### src/serial_comm_pkg.sv
`default_nettype none
package serial_comm_pkg;
	// Host bus register selects
	localparam logic [1:0] SEL_DATA = 2'h0;
	localparam logic [1:0] SEL_STATUS = 2'h1;
	localparam logic [1:0] SEL_MODE = 2'h2;
	localparam logic [1:0] SEL_COMMAND = 2'h3;
	// Mode register fields (second_mode_register)
	localparam int MODE_RATE_LSB = 0;
	localparam int MODE_INT_GEN_BIT = 4;
	localparam int MODE_SYNC_BIT = 5;
	// Command register fields
	localparam int CMD_TX_EN_BIT = 0;
	localparam int CMD_RX_EN_BIT = 2;
	// Status register fields
	localparam int STAT_TX_HOLD_BIT = 0;
	localparam int STAT_RX_HOLD_BIT = 1;
	localparam int STAT_OVERRUN_BIT = 3;
	// Avalon register byte offsets
	localparam logic [3:0] AVS_IRQ_STATUS = 4'h0;
	localparam logic [3:0] AVS_IRQ_MASK = 4'h4;
	localparam logic [3:0] AVS_RATE_CFG = 4'h8;
	// Interrupt status bits
	localparam int IRQ_RX_CHAR = 0;
	localparam int IRQ_TX_FREE = 1;
	localparam int IRQ_OVERRUN = 2;
	localparam int IRQ_W = 3;
	// Reset values
	localparam logic [7:0] MODE_RST = 8'h00;
	localparam logic [7:0] CMD_RST = 8'h00;
	localparam logic [7:0] STATUS_RST = 8'h00;
	localparam logic [IRQ_W-1:0] IRQ_MASK_RST = 3'h0;
	localparam logic RATE_SET_RST = 1'b0;
	// Sync mode runs the generator at one-times: extra divide by 16
	localparam int SYNC_DIV_SHIFT = 4;
	localparam int DIV_W = 17;

	typedef struct packed {
		logic read;
		logic write;
		logic [3:0] address;
		logic [31:0] writedata;
	} avs_req_t;

	typedef struct packed {
		logic valid;
		logic [7:0] data;
	} char_t;

	typedef enum logic [1:0] {
		DIV_IDLE = 2'b00,
		DIV_RUN = 2'b01
	} div_state_t;
endpackage
`default_nettype wire

### src/serial_comm_host_port_brg.sv
// The register addresses and the Avalon-MM register port were chosen for this implementation.
`default_nettype none
module serial_comm_host_port_brg (
	input wire logic i_core_clk,
	input wire logic i_rst_n,
	input wire logic i_master_reset,
	input wire logic i_chip_enable_n,
	input wire logic i_rw_write,
	input wire logic [1:0] i_register_select_lines,
	input wire logic [7:0] i_host_data_lines,
	output logic [7:0] o_host_data_lines,
	output logic o_host_data_lines_oe,
	output logic o_tx_holding_free_n,
	output logic o_tx_holding_free_n_oe,
	output logic o_rx_char_available_n,
	output logic o_rx_char_available_n_oe,
	input wire logic i_rate_reference_clock,
	output logic o_tx_bit_clock,
	output logic o_rx_bit_clock,
	input wire serial_comm_pkg::char_t i_rx_char,
	output serial_comm_pkg::char_t o_tx_char,
	input wire logic i_tx_char_taken,
	input wire serial_comm_pkg::avs_req_t i_avs,
	output logic [31:0] o_avs_readdata,
	output logic o_avs_waitrequest,
	output logic o_irq
);
	import serial_comm_pkg::*;

	logic [7:0] mode_reg, mode_next;
	logic [7:0] command_reg, command_next;
	logic [7:0] status_reg, status_next;
	logic [7:0] tx_holding_register, tx_hold_next;
	logic [7:0] rx_holding_register, rx_hold_next;
	logic access_prev_reg;
	logic [7:0] bus_out_reg;
	logic bus_oe_reg;
	logic [IRQ_W-1:0] irq_status_reg, irq_status_next;
	logic [IRQ_W-1:0] irq_mask_reg;
	logic rate_set_reg;
	logic wait_reg;
	logic [31:0] avs_rdata_reg;
	logic irq_reg;
	logic ref_prev_reg;
	logic [5:0] rate_code_prev_reg;
	logic [DIV_W-1:0] cnt_reg, cnt_next;
	logic tx_clk_reg, rx_clk_reg;
	div_state_t div_state_reg, div_state_next;

	// Table of divisors for both selectable rate sets
	function automatic logic [12:0] rate_divisor(input logic third_set, input logic [3:0] code);
		logic [12:0] d;
		d = 13'h0010;
		if (!third_set)
		begin
			case (code)
				4'h0: d = 13'h1A60;
				4'h1: d = 13'h1800;
				4'h2: d = 13'h1000;
				4'h3: d = 13'h0AE9;
				4'h4: d = 13'h08EC;
				4'h5: d = 13'h0800;
				4'h6: d = 13'h0400;
				4'h7: d = 13'h0200;
				4'h8: d = 13'h0100;
				4'h9: d = 13'h00AB;
				4'hA: d = 13'h009A;
				4'hB: d = 13'h0080;
				4'hC: d = 13'h0040;
				4'hD: d = 13'h0020;
				4'hE: d = 13'h0010;
				default: d = 13'h0008;
			endcase
		end
		else
		begin
			case (code)
				4'h0: d = 13'h18C0;
				4'h1: d = 13'h1080;
				4'h2: d = 13'h0B40;
				4'h3: d = 13'h0933;
				4'h4: d = 13'h0840;
				4'h5: d = 13'h0420;
				4'h6: d = 13'h0210;
				4'h7: d = 13'h0108;
				4'h8: d = 13'h00B0;
				4'h9: d = 13'h009E;
				4'hA: d = 13'h0084;
				4'hB: d = 13'h0058;
				4'hC: d = 13'h0042;
				4'hD: d = 13'h002C;
				4'hE: d = 13'h0021;
				default: d = 13'h0010;
			endcase
		end
		return d;
	endfunction

	// Host bus decode; one access is taken on the first cycle chip enable is low
	wire access_now = !i_chip_enable_n;
	wire access_start = access_now && !access_prev_reg;
	wire host_write = access_start && i_rw_write;
	wire host_read = access_start && !i_rw_write;
	wire sel_data = i_register_select_lines == SEL_DATA;
	wire sel_mode = i_register_select_lines == SEL_MODE;
	wire sel_command = i_register_select_lines == SEL_COMMAND;
	wire tx_en = command_reg[CMD_TX_EN_BIT];
	wire rx_en = command_reg[CMD_RX_EN_BIT];
	wire sync_mode = mode_reg[MODE_SYNC_BIT];
	wire [3:0] rate_code = mode_reg[MODE_RATE_LSB +: 4];

	// Read mux; positive true levels straight from the registers
	logic [7:0] read_mux;
	always_comb
	begin
		case (i_register_select_lines)
			SEL_DATA: read_mux = rx_holding_register;
			SEL_STATUS: read_mux = status_reg;
			SEL_MODE: read_mux = mode_reg;
			SEL_COMMAND: read_mux = command_reg;
			default: read_mux = 8'h00;
		endcase
	end

	// Holding registers and control words
	wire rx_arrive = i_rx_char.valid && rx_en;
	wire rx_read = host_read && sel_data;
	wire tx_load = host_write && sel_data;
	wire tx_free_now = tx_en && !o_tx_char.valid;
	assign mode_next = (host_write && sel_mode) ? i_host_data_lines : mode_reg;
	assign command_next = (host_write && sel_command) ? i_host_data_lines : command_reg;
	assign tx_hold_next = tx_load ? i_host_data_lines : tx_holding_register;
	assign rx_hold_next = rx_arrive ? i_rx_char.data : rx_holding_register;

	// Status: an arriving character beats a read in the same cycle
	always_comb
	begin
		status_next = status_reg;
		status_next[STAT_TX_HOLD_BIT] = tx_free_now && !tx_load;
		if (rx_arrive)
			status_next[STAT_RX_HOLD_BIT] = 1'b1;
		else if (rx_read || !rx_en)
			status_next[STAT_RX_HOLD_BIT] = 1'b0;
		if (rx_arrive && status_reg[STAT_RX_HOLD_BIT] && !rx_read)
			status_next[STAT_OVERRUN_BIT] = 1'b1;
		else if (!rx_en)
			status_next[STAT_OVERRUN_BIT] = 1'b0;
	end

	// Registers cleared by master reset without waiting for the clock
	always_ff @(posedge i_core_clk or posedge i_master_reset)
	begin
		if (i_master_reset)
		begin
			mode_reg <= MODE_RST;
			command_reg <= CMD_RST;
			status_reg <= STATUS_RST;
			o_tx_char <= '0;
		end
		else if (!i_rst_n)
		begin
			mode_reg <= MODE_RST;
			command_reg <= CMD_RST;
			status_reg <= STATUS_RST;
			o_tx_char <= '0;
		end
		else
		begin
			mode_reg <= mode_next;
			command_reg <= command_next;
			status_reg <= status_next;
			if (tx_load)
				o_tx_char <= '{valid: 1'b1, data: i_host_data_lines};
			else if (i_tx_char_taken)
				o_tx_char.valid <= 1'b0;
		end
	end

	// Data registers and bus drive; drive lags chip enable by one cycle
	always_ff @(posedge i_core_clk)
	begin
		if (!i_rst_n)
		begin
			tx_holding_register <= 8'h00;
			rx_holding_register <= 8'h00;
			access_prev_reg <= 1'b0;
			bus_out_reg <= 8'h00;
			bus_oe_reg <= 1'b0;
		end
		else
		begin
			tx_holding_register <= tx_hold_next;
			rx_holding_register <= rx_hold_next;
			access_prev_reg <= access_now;
			bus_out_reg <= read_mux;
			bus_oe_reg <= access_now && !i_rw_write;
		end
	end
	assign o_host_data_lines = bus_out_reg;
	assign o_host_data_lines_oe = bus_oe_reg;

	// Ready pins only ever pull low: level is a constant zero flop, enable carries state
	logic ready_low_reg;
	always_ff @(posedge i_core_clk)
	begin
		if (!i_rst_n)
			ready_low_reg <= 1'b0;
		else
			ready_low_reg <= 1'b0;
	end
	assign o_tx_holding_free_n = ready_low_reg;
	assign o_rx_char_available_n = ready_low_reg;
	assign o_tx_holding_free_n_oe = status_reg[STAT_TX_HOLD_BIT];
	assign o_rx_char_available_n_oe = status_reg[STAT_RX_HOLD_BIT];

	// Avalon slave: one wait cycle, then answer; unmapped reads return zero
	wire avs_req = i_avs.read || i_avs.write;
	wire avs_wr = i_avs.write && !wait_reg;
	logic [31:0] avs_rmux;
	always_comb
	begin
		case (i_avs.address)
			AVS_IRQ_STATUS: avs_rmux = {29'h0, irq_status_reg};
			AVS_IRQ_MASK: avs_rmux = {29'h0, irq_mask_reg};
			AVS_RATE_CFG: avs_rmux = {31'h0, rate_set_reg};
			default: avs_rmux = 32'h00000000;
		endcase
	end

	// Interrupt events; a new event wins over a write-one clear
	wire [IRQ_W-1:0] irq_events = {status_next[STAT_OVERRUN_BIT] && !status_reg[STAT_OVERRUN_BIT],
		status_next[STAT_TX_HOLD_BIT] && !status_reg[STAT_TX_HOLD_BIT], rx_arrive};
	wire [IRQ_W-1:0] irq_clear = (avs_wr && i_avs.address == AVS_IRQ_STATUS) ?
		i_avs.writedata[IRQ_W-1:0] : 3'h0;
	assign irq_status_next = (irq_status_reg & ~irq_clear) | irq_events;

	always_ff @(posedge i_core_clk)
	begin
		if (!i_rst_n || i_master_reset)
		begin
			irq_status_reg <= 3'h0;
			irq_mask_reg <= IRQ_MASK_RST;
			rate_set_reg <= RATE_SET_RST;
			wait_reg <= 1'b1;
			avs_rdata_reg <= 32'h00000000;
			irq_reg <= 1'b0;
		end
		else
		begin
			irq_status_reg <= irq_status_next;
			if (avs_wr && i_avs.address == AVS_IRQ_MASK)
				irq_mask_reg <= i_avs.writedata[IRQ_W-1:0];
			if (avs_wr && i_avs.address == AVS_RATE_CFG)
				rate_set_reg <= i_avs.writedata[0];
			wait_reg <= !(avs_req && wait_reg);
			avs_rdata_reg <= avs_rmux;
			irq_reg <= |(irq_status_next & irq_mask_reg);
		end
	end
	assign o_avs_waitrequest = wait_reg;
	assign o_avs_readdata = avs_rdata_reg;
	assign o_irq = irq_reg;

	// Rate divider: counts reference edges; sync mode stretches to one-times
	wire [12:0] base_div = rate_divisor(rate_set_reg, rate_code);
	wire [DIV_W-1:0] div_eff = sync_mode ? {base_div, {SYNC_DIV_SHIFT{1'b0}}}
		: {{SYNC_DIV_SHIFT{1'b0}}, base_div};
	wire [DIV_W-1:0] div_half = {1'b0, div_eff[DIV_W-1:1]};
	wire gen_on = mode_reg[MODE_INT_GEN_BIT];
	wire ref_rise = i_rate_reference_clock && !ref_prev_reg;
	// Set or sync changes also move the divisor; a stale count could exceed a smaller one
	wire code_changed = {rate_set_reg, sync_mode, rate_code} != rate_code_prev_reg;

	always_comb
	begin
		div_state_next = div_state_reg;
		cnt_next = cnt_reg;
		case (div_state_reg)
			DIV_IDLE:
			begin
				cnt_next = '0;
				if (gen_on)
					div_state_next = DIV_RUN;
			end
			DIV_RUN:
			begin
				if (!gen_on)
				begin
					div_state_next = DIV_IDLE;
					cnt_next = '0;
				end
				else if (code_changed)
					cnt_next = '0;
				else if (ref_rise)
					cnt_next = (cnt_reg >= div_eff - 1'b1) ? '0 : cnt_reg + 1'b1;
			end
			default:
			begin
				div_state_next = DIV_IDLE;
				cnt_next = '0;
			end
		endcase
	end

	// Clock outputs high for the first half of each divide period; the receive clock stays low in sync mode
	always_ff @(posedge i_core_clk or posedge i_master_reset)
	begin
		if (i_master_reset)
		begin
			div_state_reg <= DIV_IDLE;
			cnt_reg <= '0;
			ref_prev_reg <= 1'b0;
			rate_code_prev_reg <= 6'h00;
			tx_clk_reg <= 1'b0;
			rx_clk_reg <= 1'b0;
		end
		else if (!i_rst_n)
		begin
			div_state_reg <= DIV_IDLE;
			cnt_reg <= '0;
			ref_prev_reg <= 1'b0;
			rate_code_prev_reg <= 6'h00;
			tx_clk_reg <= 1'b0;
			rx_clk_reg <= 1'b0;
		end
		else
		begin
			div_state_reg <= div_state_next;
			cnt_reg <= cnt_next;
			ref_prev_reg <= i_rate_reference_clock;
			rate_code_prev_reg <= {rate_set_reg, sync_mode, rate_code};
			tx_clk_reg <= (div_state_next == DIV_RUN) && (cnt_next < div_half);
			rx_clk_reg <= (div_state_next == DIV_RUN) && !sync_mode
				&& (cnt_next < div_half);
		end
	end
	assign o_tx_bit_clock = tx_clk_reg;
	assign o_rx_bit_clock = rx_clk_reg;
endmodule
`default_nettype wire

### config.mk
export PLATFORM = sky130hd
export DESIGN_NAME = serial_comm_host_port_brg
export DESIGN_NICKNAME = d
export VERILOG_FILES = /design/src/serial_comm_pkg.sv /design/src/serial_comm_host_port_brg.sv
export SDC_FILE = /design/constraint.sdc
export NUM_CORES = 1
export LEC_CHECK = 0
export ABC_AREA = 0
export BUFFER_PORTS_ARGS = -buffer_cell sky130_fd_sc_hd__buf_2
export CAP_MARGIN = 20
export CORE_MARGIN = 10
export CORE_UTILIZATION = 50
export DETAILED_ROUTE_END_ITERATION = 12
export PLACE_DENSITY_LB_ADDON = 0.05
export SYNTH_ARGS = -nofsm -noshare
export SYNTH_HDL_FRONTEND = slang
export SYNTH_SLANG_ARGS = --single-unit
### constraint.sdc
create_clock -name i_core_clk -period 5.9 [get_ports i_core_clk]
set_input_delay 1.18 -clock i_core_clk [delete_from_list [all_inputs] [get_ports i_core_clk]]
set_output_delay 1.18 -clock i_core_clk [all_outputs]
set_load 0.05 [all_outputs]
# Yosys cells after proc, flatten, opt, wreduce, memory -nomap -nowiden
# Memories as Yosys holds them, arrays and structs flattened.
# Index checks and enable logic that the tools add are counted.
classes:
  add_sub_neg: 2
  n_lt_le_gt_ge: 2
  n_eq_ne: 13
  n_mux: 32
  bitwise_logic: 4
  n_reduce_logical: 45
ops:
  columns: ["operator", "count"]
  rows:
  - ["two-way mux 17 bit", 7]
  - ["two-way mux 8 bit", 5]
  - ["one-hot mux 8 bit (4 select lines)", 1]
  - ["logical AND 1 bit", 24]
  - ["adder 17 x 1 -> 17 bit, second input constant", 1]
  - ["greater-or-equal comparator 17 bit", 1]
  - ["< comparator 17 x 16 -> 1 bit", 1]
  - ["subtractor 17 x 1 -> 17 bit, second input constant", 1]
  - ["zero test 1 bit", 14]
  - ["two-way mux 13 bit", 1]
  - ["two-way mux 1 bit", 9]
  - ["two-way mux 9 bit", 1]
  - ["one-hot mux 3 bit (3 select lines)", 1]
  - ["AND 3 bit", 2]
  - ["== test 2 x 1 -> 1 bit, second input constant", 3]
  - ["two-way mux 2 bit", 3]
  - ["two-way mux 6 bit", 1]
  - ["!= test 2 x 1 -> 1 bit, second input constant", 3]
  - ["!= test 3 x 1 -> 1 bit, second input constant", 2]
  - ["!= test 6 bit", 1]
  - ["== test 2 bit, second input constant", 2]
  - ["== test 4 x 3 -> 1 bit, second input constant", 1]
  - ["== test 4 bit, second input constant", 1]
  - ["zero test 2 bit", 2]
  - ["8 further kinds", 10]
totals:
  register_bits: 115
  mem_bits_ro: 416
  in_bits: 64
  output_inout_bits: 58
  word_cells: 122
  mem_count: 2
memory_table:
  columns: ["name", "depth", "word_bits", "read_ports", "rd_ports_with_merged_regs", "write_ports", "line", "text"]
  rows:
  - ["(name not given)", 16, 13, 1, 0, 0, "serial_comm_host_port_brg.sv:56", "case (code)"]
  - ["(name not given)", 16, 13, 1, 0, 0, "serial_comm_host_port_brg.sv:77", "case (code)"]

# Logic depth before layout (Yosys ltp)
# An unclocked memory read counts as a cell.
logic_depth:
  word_depth: 13
  mapped_depth: 26
  ltp_nobuf: 24

# Least setup slack after synthesis
# OpenSTA, ideal clock, no wires.
synth_timing:
  kind: "register to register"
  start: "register mode_reg[1]"
  end: "register rx_clk_reg, in the netlist o_rx_bit_clock"
  setup_ps: 68
  arrival_time_ps: 5787
  t_required_ps: 5832
  setup_slack_ps: 45
  path_stages_with_launch: 26
  n_path_buf: 2
  synth_period_minus_slack_ps: 5855
  path_cell_list: "dfrtp_1 > clkbuf_1 > inv_1 > ha_1 > mux2_2 > mux4_2 > nor2_2 > a32o_2 > and4bb_4 > nand3_1 > xnor2_1 > ha_1 > and4_1 > and4_1 > a221o_1 > a22oi_1 > nand3_1 > clkbuf_1 > nor2_1 > ha_1 > a21o_1 > a21o_1 > a21oi_1 > nor2_1 > a2111oi_0 > and4_1"
synth_between:
  elab_chain_len: 13
  word_cells_on_any_way: 15
  classes_between: "add/sub: 1; order compare: 2; eq/ne: 1; mux: 8; reduce/logical: 1; memory: 2"
synth_rtl:
  columns: ["item", "line", "text"]
  rows:
  - ["start: declaration", "serial_comm_host_port_brg.sv:30", "logic [7:0] mode_reg, mode_next;"]
  - ["start signal: assignment", "serial_comm_host_port_brg.sv:169", "mode_reg <= mode_next;"]
  - ["memory read (16 x 13 bit), on equally long branches", null, null]
  - ["two-way mux 13 bit", "serial_comm_host_port_brg.sv:54", "if (!third_set)"]
  - ["two-way mux 17 bit", "serial_comm_host_port_brg.sv:266", "wire [DIV_W-1:0] div_eff = sync_mode ? {base_div, {SYNC_DIV_SHIFT{1'b0}}}"]
  - ["subtractor 17 x 1 -> 17 bit", "serial_comm_host_port_brg.sv:295", "cnt_next = (cnt_reg >= div_eff - 1'b1) ? '0 : cnt_reg + 1'b1;"]
  - ["greater-or-equal comparator 17 bit", "serial_comm_host_port_brg.sv:295", null]
  - ["two-way mux 17 bit", "serial_comm_host_port_brg.sv:295", null]
  - ["two-way mux 17 bit", "serial_comm_host_port_brg.sv:294", "else if (ref_rise)"]
  - ["two-way mux 17 bit", "serial_comm_host_port_brg.sv:292", "else if (code_changed)"]
  - ["two-way mux 17 bit", "serial_comm_host_port_brg.sv:287", "if (!gen_on)"]
  - ["two-way mux 17 bit", "serial_comm_host_port_brg.sv:278", "case (div_state_reg)"]
  - ["< comparator 17 x 16 -> 1 bit *", "serial_comm_host_port_brg.sv:334", "&& (cnt_next < div_half);"]
  - ["logical AND 1 bit *", "serial_comm_host_port_brg.sv:334", null]
  - ["two-way mux 1 bit *", "serial_comm_host_port_brg.sv:317", "else if (!i_rst_n)"]
  - ["end signal: assignment", "serial_comm_host_port_brg.sv:333", "rx_clk_reg <= (div_state_next == DIV_RUN) && !sync_mode"]
  - ["end: declaration", "serial_comm_host_port_brg.sv:47", "logic tx_clk_reg, rx_clk_reg;"]
# Every way passes the cells marked *; elsewhere a longest branch is shown, timed or not.
# A chain may end at the register's enable or synchronous reset.

# Worst setup path after layout
layout_timing:
  start: "register mode_reg[0]"
  end: "register rx_clk_reg, in the netlist o_rx_bit_clock"
# The elaborated chain is that of the path after synthesis.

==> results.py <==
metrics = {
    "logic_synthesis": {
        "ys_warn_count": 0,
        "netlist_area_um2": 5784,
        "ys_types": 67,
        "synthArstFlopShare_pct": 65.12,
        "synth.avg_cell_area_um2": 8.858,
        "synth_seq_cells": 86,
        "synth_edf_count": 0,
        "ys_seq_area_share_pct": 34.61,
        "synth_ff_type": "dfrtp_1",
        "netlist_instances": 653,
    },
    "routing": {
        "dr.pass1.iters": 4,
        "drt_iter0_markers": 235,
        "wl_um": 14680,
        "ant_nets": 0,
        "wire_per_inst_um": 16.50,
        "drc": 0,
        "via_per_inst": 5.349,
        "num_vias": 4761,
    },
    "run_status": {
        "outcome": "complete, no violations",
    },
    "die": {
        "num_rows": 39,
        "initial_core_util_pct": 50.87,
        "core_area_um2": 11370,
        "dieArea_um2": 16270,
        "die_w_um": 127.6,
        "pin_count": 122,
        "die_y_um": 127.6,
    },
    "cells_and_area": {
        "final_nets": 848,
        "largest_register_ffs": 17,
        "area_growth_pct": 16.72,
        "layoutNonFillerInstCount": 890,
        "diodes": 0,
        "drive_gt1_share_pct": 20.88,
        "design_area_um2": 6751,
    },
    "cts": {
        "clk_path_buf_depth": 2,
        "cts_tree": "built",
        "cts.sinks": 86,
        "root_buffer": "clkbuf_16",
        "holdBufCountCts": 0,
        "insertion_delay_ns": 0.35,
        "ctsHtreeMaxLevel": 3,
        "cts_buffers": 9,
        "clk_pin_slew_worst_paths_ns": 0.07,
    },
    "global_route": {
        "grt_pass1_vias": 4902,
        "overflow": 0,
        "antenna_found_initial": 0,
        "grt_pass1_wl_um": 24100,
        "track_usage_pct": 18.12,
        "grt_max_degree": 58,
    },
    "critical_path": {
        "endpoint_kind": "flop",
        "cp_max_fo": 5,
        "worstPathRequired_ns": 6.19,
        "crit_path_start_kind": "flop",
        "path_class": "flop to flop",
        "crit_arrival_ns": 5.93,
    },
    "power_and_ir_drop": {
        "power-per-cell-area_nw_per_um2": 205.3,
        "p_leak_nw": 3.194,
        "ir_worst_vdd_mv": 0.2021,
    },
    "placement": {
        "dp.cells": 873,
        "dpl.hpwl_um": 11480,
        "placed_cell_area_um2": 6369,
        "port_buffers": 61,
        "place.gp.congestion": 0.8748,
    },
    "hold_path": {
        "min_path_type": "flop to flop",
    },
    "sta": {
        "setup-violations-final": 0,
        "post-route-min-period_ns": 5.649,
        "fin_skew_ns": 0.009157,
        "worst_pin_slew_ns": 0.7846,
        "final-hold-violation-count": 0,
        "slew_violations": 0,
        "fin_crit_sh_pct": 95.74,
        "clock.fmax_ghz": 0.1770,
        "rsz0062_at_grt": "no",
        "tns_ns": 0,
        "maxSlewHeadroom_pct": 47.54,
    },
    "job": {
        "cap_violations": 0,
    },
}
## worst paths after layout
| check | slack [ns] | startpoint | to | cells after the start |
|---|---|---|---|---|
| worst max register to register | 0.25 | mode_reg[0]$_DFFE_PP0P_ | o_rx_bit_clock$_DFF_PP0_ | 24 |
| worst min register to register | 0.42 | o_avs_waitrequest$_SDFF_PP1_ | o_avs_waitrequest$_SDFF_PP1_ | 1 |
| max in group asynchronous | 4.33 | i_master_reset | o_tx_char[0]$_DFFE_PP0P_ | 3 |
| min in group asynchronous | 1.11 | i_master_reset | o_tx_char[5]$_DFFE_PP0P_ | 3 |
| worst max-delay path | 0.25 | mode_reg[0]$_DFFE_PP0P_ | o_rx_bit_clock$_DFF_PP0_ | 24 |
| worst min-delay path | 0.42 | o_avs_waitrequest$_SDFF_PP1_ | o_avs_waitrequest$_SDFF_PP1_ | 1 |
## synth_stat cells, drive strengths merged (2+ instances only)
cell type / number / area (um2)
nand3: 11 / 55.05
and4: 4 / 35.03
a22oi: 8 / 60.06
a211oi: 3 / 27.52
and3: 4 / 25.02
or2: 3 / 18.77
xor2: 12 / 105.1
a211o: 2 / 17.52
nor4: 3 / 18.77
mux2: 7 / 78.82
ha: 42 / 525.5
o31ai: 4 / 30.03
nand2b: 9 / 56.30
nor3b: 3 / 27.52
mux4: 6 / 135.1
and2: 10 / 62.56
o21ai: 15 / 75.07
nand2: 65 / 244.0
nor3: 5 / 25.02
nand3b: 3 / 22.52
dfrtp: 56 / 1401
buf: 41 / 302.8
nor4bb: 2 / 20.02
a21o: 12 / 90.09
o21a: 3 / 22.52
nand4: 16 / 100.1
o32ai: 3 / 33.79
clkbuf: 21 / 78.83
nor2b: 14 / 87.58
nor2: 100 / 377.9
dfxtp: 30 / 600.6
or3: 3 / 18.77
a21oi: 36 / 180.2
mux2i: 34 / 340.3
a2111oi: 2 / 17.52
inv: 16 / 60.05
xnor2: 25 / 219.0
## metal layers
| metal | wire, um | GRT usage [%] |
|---|---|---|
| met1 | 6432 | 21.31 |
| met5 | 0 | 0 |
| met3 | 618 | 5.087 |
| met2 | 7311 | 30.83 |
| met4 | 320 | 6.564 |
## cells by family after synthesis
family	after synthesis	synth area share, %
AOI/OAI and AO/OA	101	11.68
xor gates and xnor gates	37	5.602
adders and majority gates	42	9.085
buffers and inverters	78	7.635
DFF	86	34.61
muxes	47	9.582
other	1	0.06483
and+or+nand+nor	261	21.74
## critical path, stage by stage, from the launching register on
cell	delay, ns
dfrtp_1	0.43
buf_4	0.18
ha_1	0.24
mux2_1	0.31
mux4_2	0.52
nor2_2	0.15
a32o_2	0.20
and4bb_4	0.28
nand3_1	0.10
xnor2_1	0.15
ha_1	0.29
and4_1	0.21
and4_1	0.22
a221o_1	0.31
a22oi_2	0.23
nand3_4	0.14
nor2_2	0.14
ha_1	0.25
a21o_1	0.16
a21o_1	0.18
a211oi_2	0.26
nor2_1	0.07
o31ai_1	0.23
buf_4	0.17
and4_1	0.17
## cells in the final DEF, fill, tap and decap left out, types with 3 or more instances in the layout
master | Yosys | routed
nor2_1 | 99 | 98
nand2_1 | 65 | 65
buf_2 | 5 | 61
dfrtp_1 | 56 | 56
buf_4 | 32 | 46
ha_1 | 42 | 42
a21oi_1 | 36 | 36
mux2i_1 | 34 | 34
conb_1 | 1 | 32
dfxtp_1 | 30 | 30
xnor2_1 | 25 | 24
nand4_1 | 16 | 16
o21ai_0 | 14 | 14
nor2b_1 | 14 | 14
inv_1 | 15 | 13
xor2_1 | 12 | 12
a21o_1 | 12 | 12
and2_1 | 10 | 10
nand3_1 | 11 | 10
clkbuf_16 | 0 | 10
nand2b_1 | 9 | 9
a22oi_1 | 8 | 7
mux4_2 | 6 | 6
mux2_2 | 5 | 5
nor3_1 | 5 | 5
o31ai_1 | 4 | 4
and4_1 | 4 | 4
and3_1 | 4 | 4
nor4_1 | 3 | 3
or3_1 | 3 | 3
nand3b_1 | 3 | 3
inv_2 | 1 | 3
o21a_1 | 3 | 3
or2_2 | 3 | 3
## per-stage QoR
stage / setup slack, ns / total power [mW] / hold slack (ns) / utilization (%)
after floorplan: 0.04493 / 0.7423 / 0.4305 / -
after global placement: 0.05904 / 0.7701 / 0.4002 / 56.01
after detailed placement: 0.008655 / 0.7730 / 0.4038 / 56.01
after CTS: 0.01239 / 1.395 / 0.4180 / 58.93
after global routing: 0.01173 / 1.438 / 0.4387 / 59.38
final: 0.2512 / 1.386 / 0.4165 / 59.38
## what timing repair did
| item | CTS | global route |
|---|---|---|
| pin swaps | 0 | 5 |
| resized for setup | 1 | 10 |
| gates cloned | 0 | 0 |
| setup buffers | 0 | 1 |
| endpoints found under the setup margin | 2 | 2 |
## cell type report
cell class | count | area [um2]
clock buffer | 11 | 254.0
clock inverter | 5 | 72.57
fill | 1020 | 4618
inverter | 16 | 60.06
multi-input combinational | 520 | 3502
sequential | 86 | 2002
tap | 143 | 178.9
timing repair buffer | 109 | 681.9
## power by group
group	leakage, nW	internal (mW)	total, mW	switching, mW
Combinational	2.02	0.0486	0.167	0.119
Sequential	1.02	0.592	0.596	0.00375
Clock	0.159	0.362	0.622	0.261
Total	3.19	1.00	1.39	0.383
(Power assumes the default switching activity.)
